<file path="config.mk">
export PLATFORM = sky130hd
export DESIGN_NAME = sar_adc_serial_frame_control
export DESIGN_NICKNAME = d
export VERILOG_FILES = /design/src/verilog/sar_frame_pkg.sv /design/src/verilog/sar_adc_serial_frame_control.sv
export SDC_FILE = /design/constraint.sdc
export NUM_CORES = 1
export LEC_CHECK = 0
export BUFFER_PORTS_ARGS = -buffer_cell sky130_fd_sc_hd__buf_2
export CAP_MARGIN = 0
export CORE_MARGIN = 1
export CORE_UTILIZATION = 55
export CTS_CLUSTER_DIAMETER = 60
export DETAILED_ROUTE_END_ITERATION = 7
export MAX_ROUTING_LAYER = met4
export PLACE_DENSITY = 0.75
export SYNTH_ARGS = -nofsm -noshare
export SYNTH_HDL_FRONTEND = slang
export SYNTH_SLANG_ARGS = --single-unit
</file>
<file path="constraint.sdc">
create_clock -name clk_in -period 5.2 [get_ports clk_in]
set_clock_uncertainty 0.05 [all_clocks]
set_input_delay 1.04 -clock clk_in [delete_from_list [all_inputs] [get_ports clk_in]]
set_output_delay 1.04 -clock clk_in [all_outputs]
set_load 0.01 [all_outputs]
</file>
<file path="src/verilog/sar_frame_pkg.sv">
// constants and carrier types for the sar converter frame control
// assumes a single 100 MHz system clock sampling the host pins synchronously
package sar_frame_pkg;

  localparam int unsigned CLK_PERIOD_NS = 10;
  localparam int unsigned LEAD_ZEROS = 4;
  localparam int unsigned FRAME_EDGES = 16;
  localparam int unsigned PD_FIRST_EDGE = 2;
  localparam int unsigned PD_LAST_EDGE = 10;
  localparam int unsigned WAKE_MIN_EDGES = 10;
  // power-up time after a wake frame starts
  localparam int unsigned WAKE_TIME_NS = 800;
  localparam int unsigned WAKE_CYCLES = (WAKE_TIME_NS + CLK_PERIOD_NS - 1) / CLK_PERIOD_NS;
  localparam logic [4:0] EDGE_CNT_RESET = 5'h00;

  typedef enum logic [2:0] {
    ST_IDLE = 3'b000,
    ST_CONV = 3'b001,
    ST_TAIL = 3'b010,
    ST_DOWN = 3'b011,
    ST_WAKE = 3'b100
  } frame_state_t;

  // host-side pin group
  typedef struct packed {
    logic frame_sel_n;
    logic shift_clk;
  } host_pins_t;

  // serial data pin group
  typedef struct packed {
    logic data;
    logic oe_n;
  } serial_pin_t;

endpackage : sar_frame_pkg

</file>
<file path="src/verilog/sar_adc_serial_frame_control.sv">
// sar converter conversion control and serial readout, one frame per frame select low
// assumes host pins are synchronous to clk_in; edges are found by comparing with last value
// Contract
// - frame select fall samples the input and starts a conversion.
// - 10-bit word: four zeros, ten bits msb first, two zeros.
// - 8-bit word: four zeros, eight bits msb first, four zeros.
// - first zero on select fall, zeros to third edge, msb on fourth.
// - output goes high impedance on the sixteenth falling edge.
// - 10-bit: conversion ends edge 14, acquisition after edge 13.
// - 8-bit: conversion ends edge 12, acquisition after edge 11.
// - select held low until acquisition, else next result invalid.
// - select rise after start aborts conversion, output high impedance.
// - 8-bit short frame may end after edge 12, output released.
// - select rise between edges 2 and 10 enters power-down.
// - dummy frame beyond ten falling edges wakes the device.
// - device needs 0.8 us after wake frame start to power up.
module sar_adc_serial_frame_control #(
  parameter int unsigned RES_BITS = 10, // 10 or 8
  parameter int unsigned WAKE_CYCLES = sar_frame_pkg::WAKE_CYCLES
) (
  input wire logic clk_in, // system clock
  input wire logic rst_n_in, // async reset, active low
  input wire sar_frame_pkg::host_pins_t host_in, // frame select and shift clock
  input wire logic [RES_BITS-1:0] sample_in, // converter result for the sampled input
  output sar_frame_pkg::serial_pin_t serial_result_out, // data and enable, enable low drives
  output logic [RES_BITS-1:0] result_out, // result sampled at the last conversion start
  output logic result_valid_out, // pulse: conversion ended
  output logic sample_out, // pulse: input sampled
  output logic acquiring_out, // level: acquisition phase
  output logic powered_down_out, // level: in power-down
  output logic ready_out // level: fully powered
);

  localparam int unsigned CONV_END_EDGE = RES_BITS + 4; // 14 or 12
  localparam int unsigned ACQ_EDGE = CONV_END_EDGE - 1; // 13 or 11
  localparam int unsigned LAST_DATA_EDGE = sar_frame_pkg::LEAD_ZEROS + RES_BITS - 1;

  ////////////////////////////////////////////////////////////////////////////
  // decoding helpers

  // fall number n launches a result bit
  function automatic logic is_data_edge(input logic [4:0] n);
    is_data_edge = (n >= 5'(sar_frame_pkg::LEAD_ZEROS)) && (n <= 5'(LAST_DATA_EDGE));
  endfunction : is_data_edge

  // select rise after n falls puts the converter to sleep
  function automatic logic is_pd_window(input logic [4:0] n);
    is_pd_window = (n >= 5'(sar_frame_pkg::PD_FIRST_EDGE)) &&
                   (n < 5'(sar_frame_pkg::PD_LAST_EDGE));
  endfunction : is_pd_window

  // enough falls seen in a dummy frame to wake up
  function automatic logic is_wake_count(input logic [4:0] n);
    is_wake_count = n > 5'(sar_frame_pkg::WAKE_MIN_EDGES);
  endfunction : is_wake_count

  // converter still asleep: down, or inside the wake frame
  function automatic logic is_down(input sar_frame_pkg::frame_state_t s);
    is_down = (s == sar_frame_pkg::ST_DOWN) || (s == sar_frame_pkg::ST_WAKE);
  endfunction : is_down

  ////////////////////////////////////////////////////////////////////////////
  // pin edge detection

  logic sel_n_q, sclk_q;
  logic sel_n_d, sclk_d;
  logic sel_fall, sel_rise, sclk_fall, sclk_rise;

  always_comb begin
    sel_n_d = host_in.frame_sel_n;
    sclk_d = host_in.shift_clk;
  end

  // reset values match the idle pin levels, so no false edge after reset
  always_ff @(posedge clk_in or negedge rst_n_in) begin
    if (!rst_n_in) begin
      sel_n_q <= 1'b1;
      sclk_q <= 1'b1;
    end else begin
      sel_n_q <= sel_n_d;
      sclk_q <= sclk_d;
    end
  end

  always_comb begin
    sel_fall = sel_n_q && !host_in.frame_sel_n;
    sel_rise = !sel_n_q && host_in.frame_sel_n;
    sclk_fall = sclk_q && !host_in.shift_clk && !host_in.frame_sel_n;
    sclk_rise = !sclk_q && host_in.shift_clk && !host_in.frame_sel_n;
  end

  ////////////////////////////////////////////////////////////////////////////
  // frame state machine

  sar_frame_pkg::frame_state_t state_q, state_d;
  logic [4:0] edge_q, edge_d;
  logic [RES_BITS-1:0] shreg_q, shreg_d;
  logic [RES_BITS-1:0] res_q, res_d;
  logic valid_q, valid_d;
  logic acq_q, acq_d;
  logic acq_pend_q, acq_pend_d;
  logic data_q, data_d;
  logic oe_n_q, oe_n_d;
  logic [15:0] wake_q, wake_d;
  logic smp_d, smp_q;
  logic wake_load;
  logic [4:0] edge_inc;

  always_comb begin
    edge_inc = edge_q + 5'h01;
  end

  always_comb begin
    state_d = state_q;
    edge_d = edge_q;
    shreg_d = shreg_q;
    valid_d = 1'b0;
    acq_d = acq_q;
    acq_pend_d = acq_pend_q;
    data_d = data_q;
    oe_n_d = oe_n_q;
    wake_load = 1'b0;
    smp_d = 1'b0;
    case (state_q)
      sar_frame_pkg::ST_IDLE, sar_frame_pkg::ST_DOWN: begin
        if (sel_fall) begin
          edge_d = sar_frame_pkg::EDGE_CNT_RESET;
          data_d = 1'b0;
          oe_n_d = 1'b0;
          acq_pend_d = 1'b0;
          if (state_q == sar_frame_pkg::ST_DOWN) begin
            state_d = sar_frame_pkg::ST_WAKE;
            wake_load = 1'b1;
          end else begin
            state_d = sar_frame_pkg::ST_CONV;
            shreg_d = sample_in;
            smp_d = 1'b1;
            acq_d = 1'b0;
          end
        end
      end
      sar_frame_pkg::ST_CONV, sar_frame_pkg::ST_TAIL: begin
        if (sel_rise) begin
          oe_n_d = 1'b1;
          data_d = 1'b0;
          if (is_pd_window(edge_q)) begin
            state_d = sar_frame_pkg::ST_DOWN;
            acq_d = 1'b0;
          end else begin
            state_d = sar_frame_pkg::ST_IDLE;
            if (edge_q < 5'(ACQ_EDGE) || (edge_q == 5'(ACQ_EDGE) && !acq_q)) begin
              acq_d = 1'b0;
            end
          end
        end else begin
          if (sclk_fall) begin
            edge_d = edge_q + 5'h01;
            if (is_data_edge(edge_inc)) begin
              data_d = shreg_q[RES_BITS-1];
              shreg_d = {shreg_q[RES_BITS-2:0], 1'b0};
            end else begin
              data_d = 1'b0;
            end
            if (edge_q + 5'h01 == 5'(ACQ_EDGE)) begin
              acq_pend_d = 1'b1;
            end
            if (edge_q + 5'h01 == 5'(CONV_END_EDGE)) begin
              valid_d = 1'b1;
              state_d = sar_frame_pkg::ST_TAIL;
            end
            if (edge_q + 5'h01 == 5'(sar_frame_pkg::FRAME_EDGES)) begin
              oe_n_d = 1'b1;
              state_d = sar_frame_pkg::ST_IDLE;
            end
          end
          if (sclk_rise && acq_pend_q) begin
            acq_d = 1'b1;
            acq_pend_d = 1'b0;
          end
        end
      end
      sar_frame_pkg::ST_WAKE: begin
        if (sclk_fall && edge_q != 5'h1f) begin
          edge_d = edge_q + 5'h01;
        end
        if (sel_rise || (sclk_fall && edge_q + 5'h01 >= 5'(sar_frame_pkg::FRAME_EDGES))) begin
          oe_n_d = 1'b1;
          // more than ten falling edges wakes, else stay down
          state_d = is_wake_count(edge_q) ?
                    sar_frame_pkg::ST_IDLE : sar_frame_pkg::ST_DOWN;
        end
      end
      default: begin
        state_d = sar_frame_pkg::ST_IDLE;
        oe_n_d = 1'b1;
      end
    endcase
  end

  always_ff @(posedge clk_in or negedge rst_n_in) begin
    if (!rst_n_in) begin
      state_q <= sar_frame_pkg::ST_IDLE;
      edge_q <= sar_frame_pkg::EDGE_CNT_RESET;
      shreg_q <= '0;
      valid_q <= 1'b0;
      acq_q <= 1'b1;
      acq_pend_q <= 1'b0;
      data_q <= 1'b0;
      oe_n_q <= 1'b1;
      smp_q <= 1'b0;
    end else begin
      state_q <= state_d;
      edge_q <= edge_d;
      shreg_q <= shreg_d;
      valid_q <= valid_d;
      acq_q <= acq_d;
      acq_pend_q <= acq_pend_d;
      data_q <= data_d;
      oe_n_q <= oe_n_d;
      smp_q <= smp_d;
    end
  end

  ////////////////////////////////////////////////////////////////////////////
  // wake timer

  // counts down the power-up time once a wake frame has started
  always_comb begin
    wake_d = (wake_q != 16'h0000) ? wake_q - 16'h0001 : 16'h0000;
    if (wake_load) begin
      wake_d = 16'(WAKE_CYCLES);
    end
  end

  always_ff @(posedge clk_in or negedge rst_n_in) begin
    if (!rst_n_in) begin
      wake_q <= 16'h0000;
    end else begin
      wake_q <= wake_d;
    end
  end

  ////////////////////////////////////////////////////////////////////////////
  // result capture

  // snapshot taken at the select fall, held until the next conversion
  always_comb begin
    res_d = res_q;
    if (smp_d) begin
      res_d = sample_in;
    end
  end

  always_ff @(posedge clk_in or negedge rst_n_in) begin
    if (!rst_n_in) begin
      res_q <= '0;
    end else begin
      res_q <= res_d;
    end
  end

  ////////////////////////////////////////////////////////////////////////////
  // outputs

  always_comb begin
    serial_result_out.data = data_q;
    serial_result_out.oe_n = oe_n_q;
    result_out = res_q;
    result_valid_out = valid_q;
    sample_out = smp_q;
    acquiring_out = acq_q;
    powered_down_out = is_down(state_q);
    ready_out = !is_down(state_q) && (wake_q == 16'h0000);
  end

endmodule : sar_adc_serial_frame_control

</file>
==> results of run 1 <==
[placed cells by master, fill, tap and decap left out, drive strengths merged, types with 3 or more instances in the layout]
cell type  Yosys  routed
a21oi          4       4
dfrtp         48      48
or2            3       3
and3           3       3
o21ai         14      14
nor2          41      41
or3            3       3
xor2           7       7
nor3          14      14
a22o           4       4
nand2b         3       3
nand2         48      48
a221oi        11      11
buf            8      31
a211oi         3       3
inv           18      18
xnor2          9       9
nor2b          9       9
nand3          4       4
dfstp          4       4
nor3b          5       5
ha             8       8
clkbuf         8       5
[cells by family (layout without fill, tap and decap cells)]
kind of cell | after synthesis | after routing | synth area share
adder cells (fa/ha/maj) | 8 | 8 | 0.0344
multiplexers | 3 | 3 | 0.0112
AND/OR/NAND/NOR | 142 | 142 | 0.232
flip-flops | 52 | 52 | 0.448
XOR/XNOR | 16 | 16 | 0.0507
AO/OA/AOI/OAI | 58 | 58 | 0.167
buffers and inverters | 34 | 57 | 0.0563
[power breakdown]
part,switching (mW),total (mW),internal (mW)
Clock,0.130,0.272,0.142
Combinational,0.381,0.700,0.319
Sequential,0.136,0.695,0.559
Total,0.646,1.67,1.02
[sequential cells by signal, indices dropped and copies added (netlist names), 3 cells and up]
| name | flops |
|---|---|
| edge_q | 5 |
| result_out | 10 |
| shreg_q | 10 |
| state_q | 3 |
| wake_q | 16 |
[cell type report]
type                            instances  area share
Timing Repair Buffer                   31      0.0497
Clock inverter                          3      0.0134
Sequential cell                        52       0.412
Inverter                               18      0.0213
Clock buffer                            5      0.0217
Multi-Input combinational cell        227       0.455
Tap cell                               70      0.0276
[final timing paths]
path	start	end	slack, ns	cells past startpoint
max reg2reg	edge_q[0]	shreg_q[2]	2.51	7
max in group asynchronous	rst_n_in	shreg_q[0]	3.90	2
min reg2reg	wake_q[0]	wake_q[0]	0.42	1
min in group asynchronous	rst_n_in	state_q[0]	0.79	2
max	wake_q[6]	ready_out	2.08	5
min	wake_q[0]	wake_q[0]	0.42	1
[layer usage]
layer / up-vias / track usage / routed length [um]
met3: 9 / 0.0522 / 299
met1: 1080 / 0.319 / 2650
met2: 64 / 0.349 / 2650
met4: 0 / 0.0734 / 82
met5: - / - / 0
li1: 1120 / - / -
==> metrics.cfg, run 1 <==
[outcome]
outcome = finished clean

[cts]
cts_setup_buffers = 0
cts_buffer_depth = 2
ctsHoldBuffers = 0
cts_root_buffer = clkbuf_8
cts_resized = 0
h-tree-depth = 2
clock-sinks = 52
clk_pin_slew_ns = 0.09
clk_latency_ns = 0.30
cts_buffers = 5
tritoncts = built

[timing]
fin_setup_tns_ns = 0
slew_violations = 0
fin_crit_ns = 3.12
whs_ns = 0.421
rsz0062_at_grt = false
worst_pin_slew_ns = 0.629
hold_violations = 0
maxClockFrequency_ghz = 0.321
finalCritPeriodShare = 0.600
max_slew_margin = 0.580
setup_violations = 0
setup_ws_ns = 2.08

[finish]
diodes = 0
fin_util = 0.621
layout.cells.non_filler = 406
multiInputGateArea_um2 = 1440
final_area_um2 = 3170
final_nets = 357
syn_to_final_growth_pct = 8.93
drive_gt1_frac = 0.185
regArea_um2 = 1310
fillers = 443

[drt]
routedWlPerCell_um = 14.0
via_count = 2273
vias_per_cell = 5.60
drc_errors = 0
dr.pass1.iters = 4
drt-total-wl_mm = 5.68
ant_nets = 0
drt_iter0_drc = 206

[min_path]
hp-class = flip-flop to flip-flop

[critical_path]
endpoint_kind = primary output
crit_chain = or3_1 -> nor4_2 -> nand4b_1 -> nor2_1 -> buf_2
worstSetupPathType = flip-flop to primary output
worst_ep_arrival_time_ns = 2.03
crit_required_ns = 4.11
crit_slowest_cell = or3_1
max_stage_delay_ns = 0.44
critical_path.n_buffers_inverters = 1
cp_max_fo = 5
start_kind = flip-flop
path_delay_family = simple AND/OR/NAND/NOR gates

[logic_synthesis]
ys.flop_type = dfrtp_1
synthCells = 313
yosys_warnings = 0
synth_cell_types = 60
synth_edf_count = 0
synth_area_leader_cell = dfrtp_1
ys_ff_latch = 52
netlist_area_um2 = 2910
syn-num-nets = 335
synth_common_cells = dfrtp_1 (48), nand2_1 (48), nor2_1 (41), inv_1 (18), nor3_1 (14)
synth.area.top_cells = dfrtp_1 (41%), nand2_1 (6.2%), nor2_1 (5.3%), a221oi_2 (4.6%), dfstp_2 (3.6%)
yosysSeqAreaShare = 0.448
async_flop_share = 1.00
synth.avg_cell_area_um2 = 9.31
synth.top_cell.area_share = 0.412

[die]
core_um2 = 5110
dieArea_um2 = 5590
rows = 26
die_x_um = 74.8
start_util = 0.570
ios = 31
die_h_um = 74.8

[placed_design]
placed_area_um2 = 3060
preCtsSetupSlack_ns = 2.38
dp_cells = 398
gp_routability_congestion = 0.914
port_buffers = 30
dpl.hpwl_mm = 4.08

[grt]
grt_first_pass_wirelength_mm = 9.65
grt_pass1_vias = 2100
grt_usage = 0.234
antenna_found_initial = 0
grt_max_degree = 53
grt_overflow_total = 0

[flow_run]
cap_violations = 0

[pwr]
ir_worst_vdd_mv = 0.251
finalPower_mw = 1.67
power_density_nw_per_um2 = 525
p_leak_nw = 1.53

(Power assumes the default switching activity.)
==> run 2, diff against run 1 <==
--- a/config.mk
+++ b/config.mk
@@ -5,6 +5,7 @@
 export SDC_FILE = /design/constraint.sdc
 export NUM_CORES = 1
 export LEC_CHECK = 0
+export ABC_AREA = 1
 export BUFFER_PORTS_ARGS = -buffer_cell sky130_fd_sc_hd__buf_2
 export CAP_MARGIN = 0
 export CORE_MARGIN = 1
==> constraint.sdc (replaced) <==
create_clock -name clk_in -period 3.1 [get_ports clk_in]
set_clock_uncertainty 0.05 [all_clocks]
set_input_delay 0.62 -clock clk_in [delete_from_list [all_inputs] [get_ports clk_in]]
set_output_delay 0.62 -clock clk_in [all_outputs]
set_load 0.01 [all_outputs]
==> run 2 against run 1 <==
- power up 82%
- worst setup slack got worse by 1.3 ns
- clock-buffer cell count is the same
- global-route usage increased by 0.48 points
- cell count rose by 15%
- routed wire length fell by 1.8%
- clock power rose by 51%
- non-clock buffer count is 2 higher
- synthesized cell count grew 17%
- via count barely moved
- cell area down 0.12%
- critical path type unchanged
==> metrics.cfg, run 2 <==
[cts]
cts_resized = 0
h-tree-depth = 2
clock-sinks = 52
cts_setup_buffers = 0
clk_latency_ns = 0.31
tritoncts = built
ctsHoldBuffers = 0
cts_buffers = 5
clk_pin_slew_ns = 0.10
cts_buffer_depth = 2
cts_root_buffer = clkbuf_8

[logic_synthesis]
synthCells = 365
synth.avg_cell_area_um2 = 7.85
synth_compound_area_frac = 0.0458
synth.area.top_cells = dfrtp_1 (42%), nand2_1 (16%), nor2_1 (5.5%), inv_1 (4.6%), nand3_1 (4.2%)
yosys_warnings = 0
synth_common_cells = nand2_1 (119), dfrtp_1 (48), nor2_1 (42), inv_1 (35), nand3_1 (24)
synthMuxAreaShare = 0
synth_area_leader_cell = dfrtp_1
yosys.area_share.simple = 0.363
synth_xor_area_frac = 0.0306
synth_edf_count = 0
synth_cell_types = 33
ys_ff_latch = 52
syn-num-nets = 387
synth.most_common_cell = nand2_1
async_flop_share = 1.00
synth_fa_ha_area_frac = 0.0349
ys.flop_type = dfrtp_1
synth_top_family_by_area = simple AND/OR/NAND/NOR gates
netlist_area_um2 = 2870
synth.top_cell.area_share = 0.419
yosysSeqAreaShare = 0.456

[finish]
drive_gt1_frac = 0.195
top_register = wake_q
final_nets = 420
diodes = 0
fillers = 444
final_common_cell = nand2_1
largest_reg_flops = 16
layout_common_cells = nand2_1 (119), dfrtp_1 (48), nor2_1 (42)
final_area_um2 = 3170
syn_to_final_growth_pct = 10.6
fin_util = 0.649

[timing]
fin_crit_ns = 2.29
setup_ws_ns = 0.808
finalCritPeriodShare = 0.739
maxClockFrequency_ghz = 0.436
slew_violations = 0
rsz0062_at_grt = false
worst_pin_slew_ns = 0.425
fin_setup_tns_ns = 0
setup_violations = 0
max_slew_margin = 0.716
hold_violations = 0
whs_ns = 0.145

[grt]
grt_pass1_vias = 2102
grt_usage = 0.239
grt_max_degree = 27
grt_first_pass_wirelength_mm = 9.70
grt_overflow_total = 0
antenna_found_initial = 0

[placed_design]
gp_routability_congestion = 0.919
port_buffers = 30
dpl.hpwl_mm = 4.25
preCtsSetupSlack_ns = 0.979
placed_area_um2 = 3080

[die]
start_util = 0.587
die_x_um = 74.2
dieArea_um2 = 5500
ios = 31
rows = 25
core_um2 = 4880
die_h_um = 74.2

[drt]
routedWlPerCell_um = 12.0
dr_wl_met2_mm = 2.37
drt-total-wl_mm = 5.58
drt_iter0_drc = 186
via_count = 2275
m1WireLength_mm = 2.97
dr.max_layer_used = met4
dr_wl_met3_um = 190
vias_per_cell = 4.88
ant_nets = 0
dr.pass1.iters = 4
drc_errors = 0

[pwr]
power_frac_seq = 0.371
clkPwrFrac = 0.136
p_leak_nw = 1.72
p_sw_frac = 0.462
power_frac_comb = 0.493
ir_worst_vdd_mv = 0.493
power_density_nw_per_um2 = 959
switchingPower_mw = 1.40
power.internal_mw = 1.64

[critical_path]
worst_ep_arrival_time_ns = 1.62
max_stage_delay_ns = 0.42
rr_startpoint = edge_q[0]
worstSetupPathType = flip-flop to primary output
crit_required_ns = 2.43
reg2reg_depth = 12
setup.worst_path.end = ready_out
crit_slowest_cell = dfrtp_1
start_kind = flip-flop
crit_chain = nor2_1 -> nand3_1 -> nor3_1 -> nand3_1 -> nor2_1 -> buf_2
r2r_slack_ns = 0.96
crit_start = wake_q[9]
endpoint_kind = primary output
regToRegEndpoint = shreg_q[9]
cp_max_fo = 4

[min_path]
hp-class = input port to asynchronous set/reset pin

[outcome]
outcome = finished clean

[flow_run]
cap_violations = 0

==> run 2: kinds of logic (layout without fill, tap and decap cells) <==
group / after synthesis / after routing
xor+xnor: 10 / 10
flops: 52 / 52
simple gates: 225 / 225
buf+inv: 48 / 82
compound gates: 22 / 22
fa+ha+maj: 8 / 8
==> run 2: critical path, delay by kind of cell (launching register included) <==
family | cells | cell delay [ns]
buf+inv | 1 | 0.14
flops | 1 | 0.42
simple gates | 5 | 0.75
==> run 2: final cells by class <==
cell class | count | area [um^2] | area share
clock buffers | 5 | 68.8 | 0.0217
clock inverters | 3 | 25.0 | 0.00790
inverters | 41 | 154 | 0.0486
multi-input cells | 265 | 1360 | 0.429
flip-flops and latches | 52 | 1310 | 0.412
well taps | 67 | 83.8 | 0.0265
repair buffers | 33 | 173 | 0.0545
==> run 2: stage by stage <==
step                      cells  power, mW
after floorplan             365       2.31
after global placement      458       2.60
after detailed placement    458       2.64
after CTS                   466       3.06
after global routing        466       3.31
final                       466       3.04
==> run 2: worst min path at each step <==
stage,start,to,slack [ns],cells past startpoint
finish,rst_n_in,wake_q[6],0.14,1
global route,rst_n_in,wake_q[7],0.16,1
CTS,rst_n_in,wake_q[7],0.15,1
detailed placement,wake_q[0],wake_q[0],0.37,1
global placement,wake_q[0],wake_q[0],0.36,1
floorplan,rst_n_in,acq_pend_q,0.27,0
==> run 2: per-layer routing <==
| metal | up-vias | global-route usage |
|---|---|---|
| met5 | - | - |
| met4 | 0 | 0.0662 |
| met3 | 5 | 0.0488 |
| met2 | 39 | 0.334 |
| met1 | 1029 | 0.350 |
| li1 | 1202 | - |
==> run 2: power groups by stage <==
stage / Clock (mW) / Combinational [mW] / Sequential (mW)
final: 0.412 / 1.50 / 1.13
after floorplan: 0 / 1.17 / 1.13
after global routing: 0.450 / 1.71 / 1.16
after CTS: 0.429 / 1.51 / 1.13
after global placement: 0 / 1.47 / 1.13
after detailed placement: 0 / 1.51 / 1.13
==> run 3, diff against run 2 <==
==> constraint.sdc (replaced) <==
create_clock -name clk_in -period 2.2 [get_ports clk_in]
set_clock_uncertainty 0.05 [all_clocks]
set_input_delay 0.44 -clock clk_in [delete_from_list [all_inputs] [get_ports clk_in]]
set_output_delay 0.44 -clock clk_in [all_outputs]
set_load 0.01 [all_outputs]
==> run 3 against run 2 <==
- critical path depth stayed put
- sequential power is 42% higher
- die area stayed put
- via count is 4.0% higher
- critical path type unchanged
- sequential share of layout area is 0.91 points lower
- core utilization is 1.6 points higher
- global-route usage hardly changed
- routed wire length is 5.1% higher
- clock power is 38% higher
- cell area is 2.4% higher
==> metrics.cfg, run 3 (synthesis gave the netlist of run 2 again) <==
[placed_design]
dpl.hpwl_mm = 4.30
placed_area_um2 = 3100
gp_routability_congestion = 0.849
port_buffers = 30

[pwr]
switchingPower_mw = 2.03
p_sw_frac = 0.459
power_density_nw_per_um2 = 1360
finalPower_mw = 4.41
ir_worst_vdd_mv = 0.706
power.internal_mw = 2.39
power_frac_comb = 0.508
p_leak_nw = 1.75
power_frac_seq = 0.364
clkPwrFrac = 0.129

[outcome]
outcome = finished clean

[grt]
grt_usage = 0.239
grt_overflow_total = 0
grt_first_pass_wirelength_mm = 9.70
grt_max_degree = 53
grt_pass1_vias = 2174
antenna_found_initial = 0

[die]
die_x_um = 74.2
ios = 31
core_um2 = 4880
start_util = 0.587
die_h_um = 74.2
rows = 25
dieArea_um2 = 5500

[critical_path]
start_kind = flip-flop
crit_required_ns = 1.71
critical_path.n_buffers_inverters = 1
cp_max_fo = 4
endpoint_kind = primary output
worst_ep_arrival_time_ns = 1.58
path_delay_family = simple AND/OR/NAND/NOR gates
crit_slowest_cell = dfrtp_1
crit_chain = nor2_2 -> nand3b_1 -> nor3_2 -> nand3_2 -> nor2_1 -> buf_2
worstSetupPathType = flip-flop to primary output
max_stage_delay_ns = 0.43

[flow_run]
cap_violations = 0

[finish]
syn_to_final_growth_pct = 13.3
top_register = wake_q
diodes = 0
largest_reg_flops = 16
layout_common_cells = nand2_1 (119), dfrtp_1 (46), nor2_1 (40)
final_nets = 425
drive_gt1_frac = 0.228
final_common_cell = nand2_1
final_area_um2 = 3250
fillers = 426

[cts]
clk_pin_slew_ns = 0.10
h-tree-depth = 2
cts_buffer_depth = 2
ctsHoldBuffers = 0
cts_buffers = 5
cts_root_buffer = clkbuf_8
tritoncts = built
clk_latency_ns = 0.31
clock-sinks = 52

[drt]
drt_iter0_drc = 172
vias_per_cell = 5.02
dr.pass1.iters = 4
drt-total-wl_mm = 5.87
routedWlPerCell_um = 12.5
drc_errors = 0
via_count = 2366
ant_nets = 0

[min_path]
hp-class = input port to asynchronous set/reset pin

[timing]
hold_violations = 0
worst_pin_slew_ns = 0.366
fin_crit_ns = 2.07
setup_violations = 0
finalCritPeriodShare = 0.942
slew_violations = 0
maxClockFrequency_ghz = 0.483
rsz0062_at_grt = true
whs_ns = 0.0450
max_slew_margin = 0.756

[run 3: worst paths after layout]
kind	from	end	slack [ns]	depth (start not counted)
setup / recovery	wake_q[13]	ready_out	0.13	6
min in group clk_in	host_in[0]	sclk_q	0.19	1
hold / removal	rst_n_in	edge_q[2]	0.04	2
max in group asynchronous	rst_n_in	acquiring_out	1.74	2
setup reg to reg	edge_q[0]	shreg_q[7]	0.19	12
hold reg to reg	wake_q[0]	wake_q[0]	0.39	1
[run 3: through the flow]
| stage | util | TNS (ns) | setup slack, ns | cells |
|---|---|---|---|---|
| global route | 0.665 | -0.0344 | -0.0344 | 471 |
| global placement | 0.636 | 0 | 0.237 | 460 |
| detailed placement | 0.636 | 0 | 0.147 | 460 |
| floorplan | - | 0 | 0.377 | 365 |
| finish | 0.665 | 0 | 0.128 | 471 |
| CTS | 0.655 | 0 | 0.0920 | 468 |
[run 3: area by class of cell]
type / instances / area [um^2] / share of cell area
Clock buffer: 5 / 68.8 / 0.0212
Clock inverter: 3 / 22.5 / 0.00694
Timing Repair Buffer: 38 / 223 / 0.0686
Tap cell: 67 / 83.8 / 0.0258
Multi-Input combinational cell: 265 / 1390 / 0.427
Inverter: 41 / 154 / 0.0474
Sequential cell: 52 / 1310 / 0.403
[run 3: worst register-to-register path: cells and delay by family (launching register included)]
family | cells | cell delay [ns]
adder cells (fa/ha/maj) | 2 | 0.48
buffers and inverters | 2 | 0.14
flip-flops | 1 | 0.45
AND/OR/NAND/NOR | 8 | 0.81
[run 3: power by group through the flow]
stage               sequential [mW]  combinational (mW)  clock (mW)
floorplan                      1.60                1.65           0
global route                   1.64                2.53       0.622
CTS                            1.59                2.16       0.582
global placement               1.59                2.13           0
detailed placement             1.60                2.16           0
finish                         1.60                2.24       0.568
[run 3: routing by layer]
layer	up-vias	share of wire	track usage
met5	-	0	-
met4	0	0.0090	0.0620
met3	5	0.038	0.0420
met2	47	0.45	0.361
met1	1103	0.51	0.332
li1	1211	-	-
[run 3: repair_timing]
| item | 4_1_cts | 5_1_grt |
|---|---|---|
| resized for setup | 0 | 10 |
| setup endpoints to repair | 0 | 11 |
| buffers inserted | 0 | 3 |
